**config.mk**
```make
export PLATFORM = sky130hd
export DESIGN_NAME = acr_top
export DESIGN_NICKNAME = d
export VERILOG_FILES = /design/src/acr_pkg.sv /design/src/acr_palette_mem.sv /design/src/acr_attr_decode.sv /design/src/acr_top.sv
export SDC_FILE = /design/constraint.sdc
export NUM_CORES = 1
export LEC_CHECK = 0
export ABC_AREA = 1
export BUFFER_PORTS_ARGS = -buffer_cell sky130_fd_sc_hd__buf_2
export CORE_MARGIN = 2
export CORE_UTILIZATION = 55
export CTS_CLUSTER_DIAMETER = 100
export CTS_CLUSTER_SIZE = 20
export DETAILED_ROUTE_END_ITERATION = 6
export PLACE_DENSITY = 0.84
export SYNTH_ARGS = -nofsm -noshare
export SYNTH_HDL_FRONTEND = slang
export SYNTH_SLANG_ARGS = --single-unit
```
**constraint.sdc**
```tcl
create_clock -name core_clk -period 3.01 [get_ports core_clk]
set_input_delay 0 -clock core_clk [delete_from_list [all_inputs] [get_ports core_clk]]
set_output_delay 0 -clock core_clk [all_outputs]
set_load 0.01 [all_outputs]
```
**src/acr_pkg.sv**
```systemverilog
// Constants shared by the attribute controller design files
package acr_pkg;
  // ----------------------------------------------------------------
  // Host I/O port addresses
  // ----------------------------------------------------------------
  localparam logic [15:0] ACR_PORT_WR = 16'h03C0;
  localparam logic [15:0] ACR_PORT_RD = 16'h03C1;
  localparam logic [15:0] ACR_PORT_STAT_MONO = 16'h03BA;
  localparam logic [15:0] ACR_PORT_STAT_COLOR = 16'h03DA;
  // ----------------------------------------------------------------
  // Register indices
  // ----------------------------------------------------------------
  localparam logic [4:0] ACR_IDX_PAL_LAST = 5'h0F;
  localparam logic [4:0] ACR_IDX_MODE = 5'h10;
  localparam logic [4:0] ACR_IDX_BORDER = 5'h11;
  localparam logic [4:0] ACR_IDX_PLANE = 5'h12;
  localparam logic [4:0] ACR_IDX_PAN = 5'h13;
  localparam logic [4:0] ACR_IDX_CSEL = 5'h14;
  // ----------------------------------------------------------------
  // Field positions
  // ----------------------------------------------------------------
  localparam int ACR_IDX_VIDEN_BIT = 5;
  localparam int ACR_MODE_P54_SEL = 7;
  localparam int ACR_MODE_WIDE = 6;
  localparam int ACR_MODE_PAN_UPPER = 5;
  localparam int ACR_MODE_RSVD = 4;
  localparam int ACR_MODE_BLINK = 3;
  localparam int ACR_MODE_LINE_GFX = 2;
  localparam int ACR_MODE_MONO = 1;
  localparam int ACR_MODE_GRAPHICS = 0;
  localparam int ACR_STAT_VSYNC_BIT = 3;
  localparam int ACR_STAT_IDLE_BIT = 0;
  // ----------------------------------------------------------------
  // Reset values and constants
  // ----------------------------------------------------------------
  localparam logic [7:0] ACR_RST_BYTE = 8'h00;
  localparam logic [5:0] ACR_RST_PAL = 6'h00;
  localparam logic [7:0] ACR_LINE_GFX_LO = 8'hB0;
  localparam logic [7:0] ACR_LINE_GFX_HI = 8'hDF;
  localparam logic [4:0] ACR_BLINK_FRAMES = 5'h10;
  localparam logic [7:0] ACR_BLANK_INDEX = 8'h00;
  typedef enum logic [1:0] {
    ACR_FLIP_INDEX = 2'b01,
    ACR_FLIP_DATA = 2'b10
  } acr_flip_t;
endpackage

```
**src/acr_palette_mem.sv**
```systemverilog
// Sixteen-entry palette mapping store with two registered read ports
`timescale 1ns/10ps
`default_nettype none
module acr_palette_mem (
  input wire logic core_clk,
  input wire logic srst,
  input wire logic wr_en,
  input wire logic [3:0] wr_addr,
  input wire logic [5:0] wr_data,
  input wire logic [3:0] host_addr,
  output logic [5:0] host_data,
  input wire logic [3:0] vid_addr,
  output logic [5:0] vid_data
);
  import acr_pkg::*;
  logic [5:0] mem [16];

  // ----------------------------------------------------------------
  // Storage, one generate entry per palette slot
  // ----------------------------------------------------------------
  for (genvar i = 0; i < 16; i++) begin : g_slot
    always_ff @(posedge core_clk) begin
      if (srst) begin
        mem[i] <= ACR_RST_PAL;
      end else if (wr_en && wr_addr == 4'(i)) begin
        mem[i] <= wr_data;
      end
    end
  end

  always_ff @(posedge core_clk) begin
    if (srst) begin
      host_data <= ACR_RST_PAL;
      vid_data <= ACR_RST_PAL;
    end else begin
      host_data <= mem[host_addr];
      vid_data <= mem[vid_addr];
    end
  end
endmodule
`default_nettype wire

```
**src/acr_attr_decode.sv**
```systemverilog
// Pixel and text attribute decode into a 4-bit colour value
`timescale 1ns/10ps
`default_nettype none
module acr_attr_decode (
  input wire logic core_clk,
  input wire logic srst,
  input wire logic [7:0] mode,
  input wire logic [3:0] plane_en,
  input wire logic vsync,
  input wire logic pix_valid,
  input wire logic pix_active,
  input wire logic [3:0] plane_data,
  input wire logic [7:0] char_code,
  input wire logic [7:0] attr_byte,
  input wire logic glyph_bit,
  input wire logic glyph_bit8,
  input wire logic ninth_col,
  output logic dec_valid,
  output logic dec_active,
  output logic [3:0] dec_nib,
  output logic [7:0] dec_byte
);
  import acr_pkg::*;
  logic vsync_q;
  logic [4:0] frame_cnt;
  logic blink_on;
  logic half;
  logic [3:0] hi_nib;
  logic fg_on;
  logic line_code;
  logic [3:0] text_nib;
  logic [3:0] next_nib;

  // ----------------------------------------------------------------
  // Blink phase, a divided vertical sync
  // ----------------------------------------------------------------
  always_ff @(posedge core_clk) begin
    if (srst) begin
      vsync_q <= 1'b0;
      frame_cnt <= '0;
      blink_on <= 1'b0;
    end else begin
      vsync_q <= vsync;
      if (vsync && !vsync_q) begin
        if (frame_cnt == ACR_BLINK_FRAMES - 5'h01) begin
          frame_cnt <= '0;
          blink_on <= !blink_on;
        end else begin
          frame_cnt <= frame_cnt + 5'h01;
        end
      end
    end
  end

  // ----------------------------------------------------------------
  // Colour value
  // ----------------------------------------------------------------
  always_comb begin
    line_code = char_code >= ACR_LINE_GFX_LO &&
                char_code <= ACR_LINE_GFX_HI;
    fg_on = glyph_bit;
    if (ninth_col) begin
      fg_on = mode[ACR_MODE_LINE_GFX] && line_code && glyph_bit8;
    end
    if (mode[ACR_MODE_BLINK] && attr_byte[7] && !blink_on) begin
      fg_on = 1'b0;
    end
    if (mode[ACR_MODE_MONO]) begin
      // Reverse video when the background field is all ones
      if (attr_byte[6:4] == 3'b111) begin
        text_nib = fg_on ? 4'h0 : 4'h7;
      end else begin
        text_nib = fg_on ? {attr_byte[3], 3'b111} : 4'h0;
      end
    end else if (fg_on) begin
      text_nib = attr_byte[3:0];
    end else if (mode[ACR_MODE_BLINK]) begin
      text_nib = {1'b0, attr_byte[6:4]};
    end else begin
      text_nib = attr_byte[7:4];
    end
    next_nib = mode[ACR_MODE_GRAPHICS] ? plane_data : text_nib;
    if (mode[ACR_MODE_GRAPHICS] && mode[ACR_MODE_BLINK] && !blink_on) begin
      next_nib[3] = 1'b0;
    end
    next_nib = next_nib & plane_en;
  end

  // ----------------------------------------------------------------
  // Output stage and nibble pairing for wide mode
  // ----------------------------------------------------------------
  always_ff @(posedge core_clk) begin
    if (srst) begin
      half <= 1'b0;
      hi_nib <= 4'h0;
      dec_valid <= 1'b0;
      dec_active <= 1'b0;
      dec_nib <= 4'h0;
      dec_byte <= 8'h00;
    end else begin
      dec_valid <= 1'b0;
      if (!pix_active || !mode[ACR_MODE_WIDE]) begin
        half <= 1'b0;
      end
      if (pix_valid) begin
        dec_active <= pix_active;
        dec_nib <= next_nib;
        if (!mode[ACR_MODE_WIDE] || !pix_active) begin
          dec_valid <= 1'b1;
        end else if (!half) begin
          half <= 1'b1;
          hi_nib <= next_nib;
        end else begin
          half <= 1'b0;
          dec_byte <= {hi_nib, next_nib};
          dec_valid <= 1'b1;
        end
      end
    end
  end
endmodule
`default_nettype wire

```
**src/acr_top.sv**
```systemverilog
// Attribute controller: host port registers and palette index output
// ----------------------------------------------------------------
// Summary of operation
// - Each write to the shared port alternates between index and data.
// - Status register one read returns the toggle to index loading.
// - Data read port returns indexed register, toggle untouched.
// - Reading the shared write port returns the index register.
// - Five index bits select registers 00h-14h; top two read zero.
// - Video enable clear forces displayed pixels to index 00.
// - Palette map registers reachable only while video enable clear.
// - Palette map entries are six bits; upper two read zero.
// - Colour select bits 3:2 give index bits 7:6 for all entries.
// - Mode bit 7 takes index bits 5:4 from colour select 1:0.
// - Mode bit 6 pairs two nibbles, bypassing the palette map.
// - Mode bit 5 restricts panning to the upper split region.
// - Mode bit 3 enables blinking, else attribute bit 7 is intensity in colour decode.
// - Mode bit 2 extends line characters into the ninth column.
// - Mode bit 1 chooses monochrome or colour attribute decode.
// - Mode bit 0 selects text or graphics, matched by software.
// - Border index is driven outside active video.
// - Status mux routes a palette index bit pair to status bits 5:4.
// - Disabled planes contribute zero to the colour value.
// ----------------------------------------------------------------
`timescale 1ns/10ps
`default_nettype none
module acr_top (
  input wire logic core_clk,
  input wire logic srst,
  input wire logic [15:0] io_addr,
  input wire logic io_wr,
  input wire logic io_rd,
  input wire logic [7:0] io_wdata,
  output logic [7:0] io_rdata,
  output logic io_rdata_valid,
  input wire logic misc_color_emul,
  input wire logic vsync,
  input wire logic pix_valid,
  input wire logic pix_active,
  input wire logic pix_upper,
  input wire logic [3:0] plane_data,
  input wire logic [7:0] char_code,
  input wire logic [7:0] attr_byte,
  input wire logic glyph_bit,
  input wire logic glyph_bit8,
  input wire logic ninth_col,
  output logic [7:0] pal_index,
  output logic pal_valid,
  output logic [3:0] pan_shift
);
  import acr_pkg::*;
  acr_flip_t flip;
  logic [4:0] attr_idx;
  logic video_en;
  logic [7:0] mode;
  logic [7:0] border;
  logic [5:0] plane_reg;
  logic [3:0] pan;
  logic [3:0] csel;
  logic [5:0] pal_host;
  logic [5:0] pal_vid;
  logic [1:0] diag;
  logic wr_port;
  logic data_wr;
  logic pal_sel;
  logic pal_wr;
  logic stat_rd;
  logic dec_valid;
  logic dec_active;
  logic [3:0] dec_nib;
  logic [7:0] dec_byte;
  logic s2_valid;
  logic s2_active;
  logic [7:0] s2_byte;
  logic [7:0] next_index;
  logic [7:0] data_read;

  assign wr_port = io_addr == ACR_PORT_WR;
  assign data_wr = io_wr && wr_port && flip == ACR_FLIP_DATA;
  assign pal_sel = attr_idx <= ACR_IDX_PAL_LAST;
  assign pal_wr = data_wr && pal_sel && !video_en;
  assign stat_rd = io_rd && (misc_color_emul ?
                   io_addr == ACR_PORT_STAT_COLOR :
                   io_addr == ACR_PORT_STAT_MONO);

  // ----------------------------------------------------------------
  // Index and data toggle
  // ----------------------------------------------------------------
  always_ff @(posedge core_clk) begin
    if (srst) begin
      flip <= ACR_FLIP_INDEX;
    end else if (stat_rd) begin
      flip <= ACR_FLIP_INDEX;
    end else if (io_wr && wr_port) begin
      flip <= flip == ACR_FLIP_INDEX ? ACR_FLIP_DATA : ACR_FLIP_INDEX;
    end
  end

  always_ff @(posedge core_clk) begin
    if (srst) begin
      attr_idx <= '0;
      video_en <= 1'b0;
    end else if (io_wr && wr_port && flip == ACR_FLIP_INDEX) begin
      attr_idx <= io_wdata[4:0];
      video_en <= io_wdata[ACR_IDX_VIDEN_BIT];
    end
  end

  // ----------------------------------------------------------------
  // Control registers
  // ----------------------------------------------------------------
  always_ff @(posedge core_clk) begin
    if (srst) begin
      mode <= ACR_RST_BYTE;
      border <= ACR_RST_BYTE;
      plane_reg <= ACR_RST_BYTE[5:0];
      pan <= ACR_RST_BYTE[3:0];
      csel <= ACR_RST_BYTE[3:0];
    end else if (data_wr) begin
      // Out-of-range indices fall through and are dropped
      unique case (attr_idx)
        ACR_IDX_MODE: begin
          mode <= io_wdata;
          mode[ACR_MODE_RSVD] <= 1'b0;
        end
        ACR_IDX_BORDER: border <= io_wdata;
        ACR_IDX_PLANE: plane_reg <= io_wdata[5:0];
        ACR_IDX_PAN: pan <= io_wdata[3:0];
        ACR_IDX_CSEL: csel <= io_wdata[3:0];
        default: ;
      endcase
    end
  end

  acr_palette_mem u_mem (
    .core_clk(core_clk),
    .srst(srst),
    .wr_en(pal_wr),
    .wr_addr(attr_idx[3:0]),
    .wr_data(io_wdata[5:0]),
    .host_addr(attr_idx[3:0]),
    .host_data(pal_host),
    .vid_addr(dec_nib),
    .vid_data(pal_vid)
  );

  // ----------------------------------------------------------------
  // Host reads
  // ----------------------------------------------------------------
  always_comb begin
    data_read = 8'h00;
    if (pal_sel) begin
      data_read = video_en ? 8'h00 : {2'b00, pal_host};
    end else begin
      unique case (attr_idx)
        ACR_IDX_MODE: data_read = mode;
        ACR_IDX_BORDER: data_read = border;
        ACR_IDX_PLANE: data_read = {2'b00, plane_reg};
        ACR_IDX_PAN: data_read = {4'h0, pan};
        ACR_IDX_CSEL: data_read = {4'h0, csel};
        default: data_read = 8'h00;
      endcase
    end
  end

  always_ff @(posedge core_clk) begin
    if (srst) begin
      io_rdata <= 8'h00;
      io_rdata_valid <= 1'b0;
    end else begin
      io_rdata_valid <= io_rd;
      io_rdata <= 8'h00;
      if (io_rd && wr_port) begin
        io_rdata <= {2'b00, video_en, attr_idx};
      end else if (io_rd && io_addr == ACR_PORT_RD) begin
        io_rdata <= data_read;
      end else if (stat_rd) begin
        io_rdata[5:4] <= diag;
        io_rdata[ACR_STAT_VSYNC_BIT] <= vsync;
        io_rdata[ACR_STAT_IDLE_BIT] <= !pix_active;
      end
    end
  end

  // ----------------------------------------------------------------
  // Video path
  // ----------------------------------------------------------------
  acr_attr_decode u_dec (
    .core_clk(core_clk),
    .srst(srst),
    .mode(mode),
    .plane_en(plane_reg[3:0]),
    .vsync(vsync),
    .pix_valid(pix_valid),
    .pix_active(pix_active),
    .plane_data(plane_data),
    .char_code(char_code),
    .attr_byte(attr_byte),
    .glyph_bit(glyph_bit),
    .glyph_bit8(glyph_bit8),
    .ninth_col(ninth_col),
    .dec_valid(dec_valid),
    .dec_active(dec_active),
    .dec_nib(dec_nib),
    .dec_byte(dec_byte)
  );

  // Match the one-cycle palette lookup
  always_ff @(posedge core_clk) begin
    if (srst) begin
      s2_valid <= 1'b0;
      s2_active <= 1'b0;
      s2_byte <= 8'h00;
    end else begin
      s2_valid <= dec_valid;
      s2_active <= dec_active;
      s2_byte <= dec_byte;
    end
  end

  always_comb begin
    next_index = {csel[3:2], pal_vid};
    if (mode[ACR_MODE_P54_SEL]) begin
      next_index[5:4] = csel[1:0];
    end
    if (mode[ACR_MODE_WIDE]) begin
      next_index = s2_byte;
    end
    if (!s2_active) begin
      next_index = border;
    end else if (!video_en) begin
      next_index = ACR_BLANK_INDEX;
    end
  end

  always_ff @(posedge core_clk) begin
    if (srst) begin
      pal_index <= 8'h00;
      pal_valid <= 1'b0;
      diag <= 2'b00;
    end else begin
      pal_valid <= s2_valid;
      if (s2_valid) begin
        pal_index <= next_index;
        unique case (plane_reg[5:4])
          2'b00: diag <= {next_index[2], next_index[0]};
          2'b01: diag <= {next_index[5], next_index[4]};
          2'b10: diag <= {next_index[3], next_index[1]};
          2'b11: diag <= {next_index[7], next_index[6]};
        endcase
      end
    end
  end

  // Lower split region stays unpanned when restricted
  always_ff @(posedge core_clk) begin
    if (srst) begin
      pan_shift <= 4'h0;
    end else begin
      pan_shift <= (mode[ACR_MODE_PAN_UPPER] && !pix_upper) ?
                   4'h0 : pan;
    end
  end

  // ----------------------------------------------------------------
  // Assertions
  // ----------------------------------------------------------------
  toggle_flip_a: assert property (@(posedge core_clk) disable iff (srst)
    io_wr && wr_port && !stat_rd |=> flip != $past(flip))
    else $error("shared port write did not flip toggle");
  status_reset_a: assert property (@(posedge core_clk) disable iff (srst)
    stat_rd |=> flip == ACR_FLIP_INDEX)
    else $error("status read did not reset toggle");
  data_read_keep_a: assert property (@(posedge core_clk) disable iff (srst)
    io_rd && io_addr == ACR_PORT_RD && !io_wr |=> $stable(flip))
    else $error("data port read moved toggle");
  index_read_a: assert property (@(posedge core_clk) disable iff (srst)
    io_rd && wr_port |=> io_rdata[7:6] == 2'b00 &&
    io_rdata[4:0] == $past(attr_idx))
    else $error("index read wrong");
  blank_video_a: assert property (@(posedge core_clk) disable iff (srst)
    s2_valid && s2_active && !video_en ##1 $stable(video_en)
    |-> pal_index == ACR_BLANK_INDEX)
    else $error("video disabled but index not zero");
  pal_locked_a: assert property (@(posedge core_clk) disable iff (srst)
    data_wr && pal_sel && video_en ##1 $stable(attr_idx)
    |=> $stable(pal_host))
    else $error("palette written while locked");
  border_out_a: assert property (@(posedge core_clk) disable iff (srst)
    s2_valid && !s2_active |=> pal_index == $past(border))
    else $error("border index not driven");
  pal_upper_a: assert property (@(posedge core_clk) disable iff (srst)
    io_rdata_valid && $past(io_addr) == ACR_PORT_RD &&
    $past(pal_sel) |-> io_rdata[7:6] == 2'b00)
    else $error("palette upper bits not zero");
  high_bits_a: assert property (@(posedge core_clk) disable iff (srst)
    s2_valid && s2_active && video_en && !mode[ACR_MODE_WIDE]
    |=> pal_index[7:6] == $past(csel[3:2]))
    else $error("top index bits not from colour select");
  unmapped_a: assert property (@(posedge core_clk) disable iff (srst)
    io_rd && io_addr == ACR_PORT_RD && attr_idx > ACR_IDX_CSEL
    |=> io_rdata == 8'h00)
    else $error("unmapped index read not zero");
  pair_cov: cover property (@(posedge core_clk)
    mode[ACR_MODE_WIDE] && s2_valid && s2_active);
  idx_data_cov: cover property (@(posedge core_clk)
    io_wr && wr_port ##[1:4] data_wr);
  stat_cov: cover property (@(posedge core_clk) stat_rd);
endmodule
`default_nettype wire

```
# ---- Word level (Yosys, flattened, before mapping)
# Memory sizes are Yosys's and may differ from the RTL's. A register that Yosys moved wholly into a read port is not among the register bits.
# Cells that the tools add are included.
dict set report word_totals {
  ff_bits 97
  ramBits 96
  memories 1
}
dict set report op_classes {
  n_addsub 1
  magnitude_cmp 3
  eq_ne 31
  n_mux 99
  n_bitwise 21
  reduce_logical 54
}
# memory depth word_bits rd rd_clocked_by_memory_dff write_ports line_no
set memory_table {}
lappend memory_table {u_mem.mem 16 6 2 2 16 acr_palette_mem.sv:16} ;# logic [5:0] mem [16];
# op n
set ops {}
lappend ops {{2-to-1 mux 6 bit} 18}
lappend ops {{equality test 16 x 10 -> 1 bit, second input constant} 4}
lappend ops {{2-to-1 mux 1 bit} 62}
lappend ops {{one-hot mux 8 bit (5 select lines)} 1}
lappend ops {{logical AND 1 bit} 33}
lappend ops {{equality test 4 bit, second input constant} 8}
lappend ops {{2-to-1 mux 8 bit} 4}
lappend ops {{equality test 5 bit, second input constant} 5}
lappend ops {{2-to-1 mux 4 bit} 6}
lappend ops {{equality test 4 x 3 -> 1 bit, second input constant} 4}
lappend ops {{OR 1 bit} 16}
lappend ops {{AND reduction 2 bit} 6}
lappend ops {{2-to-1 mux 3 bit} 3}
lappend ops {{equality test 4 x 2 -> 1 bit, second input constant} 2}
lappend ops {{greater-or-equal comparator 8 bit, second input constant} 1}
lappend ops {{less-or-equal comparator 8 bit, second input constant} 1}
lappend ops {{one-hot mux 2 bit (4 select lines)} 1}
lappend ops {{equality test 2 bit, second input constant} 3}
lappend ops {{zero test 1 bit} 6}
lappend ops {{2-to-1 mux 2 bit} 3}
lappend ops {{AND reduction 3 bit} 2}
lappend ops {{OR reduction 2 bit} 3}
lappend ops {{adder 5 x 1 -> 5 bit, second input constant} 1}
lappend ops {{equality test 5 x 4 -> 1 bit, second input constant} 1}
lappend ops {{11 further kinds} 15}

# ---- Longest topological paths before layout
dict set report depth {
  ltp_word 12
  mapped_depth 12
  depth_no_buf 12
}

# ---- Hierarchy
# From an unflattened synthesis, not the netlist that was laid out.
dict set report unflattened {
  hier_cells 1464
  area_unflattened_um2 10636.5
}
# mod n_inst cells_each area_per_inst_um2 seq_area_each_um2
set modules_own_cells {}
lappend modules_own_cells {acr_palette_mem 1 791 6009.5 3123.0}
lappend modules_own_cells {acr_top 1 512 3443.3 1421.4}
lappend modules_own_cells {acr_attr_decode 1 161 1183.6 520.5}

# ---- Least setup slack after synthesis
# OpenSTA, ideal clock, no wires.
dict set report synth_timing {
  path_type {reg2reg}
  startpoint {reg attr_idx[1]}
  endpoint {mem u_mem.mem[2][0], enable pin}
  arrival_ps 1590
  t_required_ps 2633
  path_slack_ps 1042
  stages_incl_launch_ff 6
  cell_sequence {dfxtp_1 nand2_1 inv_1 buf_1 nand2_1 o21ai_0}
}
# item line_no
set synth_lines {}
lappend synth_lines {{start, declared} acr_top.sv:52} ;# logic [4:0] attr_idx;
lappend synth_lines {{start signal, assigned} acr_top.sv:103} ;# attr_idx <= io_wdata[4:0];
lappend synth_lines {{end, declared} acr_palette_mem.sv:16}

==> flow_summary.toml <==
[setup_path]
worstSetupEndpointType = "flop"
start_kind = "primary input"
critPathRequiredTime_ps = 3120
crit_path_max_fanout = 10
timing.critical_path.arrival_ps = 2300
setup.worst_path.class = "in -> reg"
r2r_cells = 7

[yosys]
ys_top_cells_by_area = "edfxtp_1 30%, dfxtp_1 22%, nor2_1 8.1%"
postSynthAreaPerCell_sq_um = 8.22
synthDominantAreaCellType = "edfxtp_1"
post_synth_inst_count = 1185
post_synth_num_cell_types = 36
async_reset_ff_frac = 0
post_synthesis_sequential_area_ratio = 0.520
synth_ff_type = "dfxtp_1"
mapped_nets = 1242
number_of_enable_flip_flop_cells_after_synthesis = 96
ys_seq_elements = 205
yosysWarningCount = 0
syn_area_sq_um = 9740
synth_top_area_share = 0.296

[place]
dp_wirelength_um = 18700
placedCellCount = 1447
port-buffer-count = 73
place_worst_setup_slack_ps = 790
finalWeightedCongestion = 0.964

[power_and_ir_drop]
pwr-share-seq = 0.576
pwr-share-clk = 0.353
p_leak_nw = 4.18
comb_power_share = 0.071
worst_ir_drop_vdd_mv = 0.333
power_density_nw_per_um2 = 484
net-switching-power_mw = 1.25
power.switching_fraction = 0.236
p_int_mw = 4.05

[cts]
clock_sinks = 205
clockRootBuffer = "clkbuf_16"
h-tree-depth = 1
clock_buffer_count_from_cts = 14
clock_tree.buffer_depth = 3
clock_insertion_delay_worst_skew_ps = 480
tritoncts_clock_tree = "done"
cts.reportedPaths.clkPinSlew_ps = 80

[detailed_routing]
wirelength_um = 27400
drt_iter0_drc = 1416
drt_drc_violations_left = 0
detailedRoute.firstPassIterationCount = 6
ant_nets = 0
wl_per_cell_um = 18.4
vias = 8916
route.detailed.vias_per_inst = 5.98

[sta]
layout_setup_ws_ps = 824
report.final.setup_viol = 0
finalWorstPathRequiredPeriod_ps = 2190
setup_total_negative_slack_ps = 0
hold_violations = 0
hold-worst-slack_ps = 12.4
timing_worst_slew_pin_value_ps = 861
max_slew_margin = 0.420
setup_repair_after_global_routing_missed_its_margin = "no"
fin_crit_sh = 0.726
timing.fmax_mhz = 457
final.setup_skew_ps = 18.5
slew_violations = 0

[finish]
antennaDiodeCount = 0
synthToLayoutAreaGrowth_pct = 12.3
instances_no_fill = 1490
regMostFlops = "u_mem.mem"
final_net_count = 1316
largest_register_ff_count = 96
final_layout_size_suffix_gt1_frac = 0.117
final_core_util = 0.633

[status]
status = "finished clean"

[global_routing]
first_global_vias = 8229
gr-total-overflow = 0
antenna_found_initial = 0
global_route_wire_length_before_repair_um = 42400
largest_net_degree_at_the_start_of_global_routing = 49
globalRouteTotalUtil = 0.292

[floorplanning]
floorplan.die_area_sq_um = 18800
initial_core_util = 0.563
floorplan.die.width_um = 137
placeable_area_sq_um = 17300
io_pins = 78
rows = 48
die_span_in_y_um = 137

[flow_run]
max_cap_violations = 0

[worst_hold_path]
timing.hold.worst_path_depth = 4
hold_path_class = "in -> reg"
==> cell families (layout without fill, tap and decap cells) <==
kind of cell	after synthesis	after routing	share of synthesized area
DFF	205	205	0.520
and+or+nand+nor	509	509	0.233
buffers and inverters	163	243	0.0635
xor gates and xnor gates	1	1	0.000899
AOI/OAI and AO/OA	306	306	0.182
adders and majority gates	1	1	0.00128
==> cell usage after synthesis, types with 2 or more instances <==
cell type / n
inv_2: 5
o211ai_1: 10
edfxtp_1: 96
a21oi_1: 93
a31oi_1: 3
nor2_4: 5
nand3_1: 44
nor2_2: 8
a22oi_1: 42
buf_1: 4
o21ai_0: 119
o22ai_1: 16
nor3_1: 9
a41oi_1: 3
nand4_1: 4
dfxtp_1: 109
nand3_2: 6
inv_1: 103
o21a_1: 2
clkbuf_1: 45
nor2_1: 210
nor2_8: 2
o2111ai_1: 2
nand2_2: 2
buf_2: 5
nand3_4: 9
o221ai_1: 15
nand2_1: 206
==> final cells by class <==
class | count | area (sq um)
timing repair buffer | 112 | 711
clock buffer | 21 | 398
tap | 225 | 282
multi-input combinational | 817 | 4060
sequential | 205 | 5060
clock inverter | 1 | 16.3
inverter | 109 | 409
fill | 1421 | 6360
==> per-layer routing <==
layer / vias to the layer above / GRT usage / part of all wire
li1: 4174 / - / -
met1: 4077 / 0.394 / 0.40
met2: 562 / 0.459 / 0.45
met3: 103 / 0.0678 / 0.11
met4: 0 / 0.112 / 0.038
met5: - / 0 / 0
==> repair_timing <==
action                                 CTS  global route
hold buffers                            21             0
setup buffers                            0             0
endpoints found under the hold margin   57             0
resized for setup                        0             0
==> path summary, 6_finish.rpt <==
path                                        start                end  slack [ps]
worst max register to register            mode[3]   u_dec.dec_nib[3]         860
worst max-delay path                   io_addr[2]    u_mem.mem[0][3]         820
worst min-delay path                plane_data[2]  u_dec.dec_byte[2]          10
worst min register to register  u_dec.dec_byte[3]         s2_byte[3]         420
==> power by group through the flow <==
stage	clock network, mW	logic (mW)	registers [mW]
finish	1.87	0.374	3.05
global route	1.97	0.408	3.06
CTS	1.88	0.364	3.05
detailed placement	0	0.342	3.11
global placement	0	0.335	3.11
floorplan	0	0.210	3.09
==> through the flow <==
step	cell area [sq um]	power, mW
after floorplan	9740	3.30
after global placement	10300	3.45
after detailed placement	10300	3.45
after CTS	10900	5.29
after global routing	10900	5.44
final	10900	5.30
==> cells in the final DEF (no fill, tap or decap) <==
cell / n
nand3_2: 6
dfxtp_1: 109
nor3b_1: 1
edfxtp_1: 96
nand2_2: 2
o22ai_1: 16
nand4_1: 4
clkbuf_16: 15
nor4_1: 1
inv_12: 1
buf_2: 73
a211oi_1: 1
o2111ai_1: 2
clkbuf_1: 6
nor2_1: 209
o221ai_1: 15
nor3_4: 1
a41oi_1: 3
inv_1: 103
buf_4: 18
xor2_1: 1
nor3_1: 9
nor2_4: 5
nand2_1: 206
inv_2: 6
ha_1: 1
nand3_1: 44
nand3_4: 9
nor3_2: 1
a21oi_1: 93
a31oi_1: 3
o211ai_1: 10
nor2_2: 9
o21ai_0: 119
o21a_1: 2
a22oi_1: 42
nor2_8: 2
dlygate4sd3_1: 21
==> critical path: stages <==
cell	delay [ps]
dlygate4sd3_1	540
buf_2	150
nor2_4	120
nand3_2	90
inv_2	90
nand2_2	60
nor3_4	190
nand3_4	270
o21ai_0	780
(Power assumes the default switching activity.)
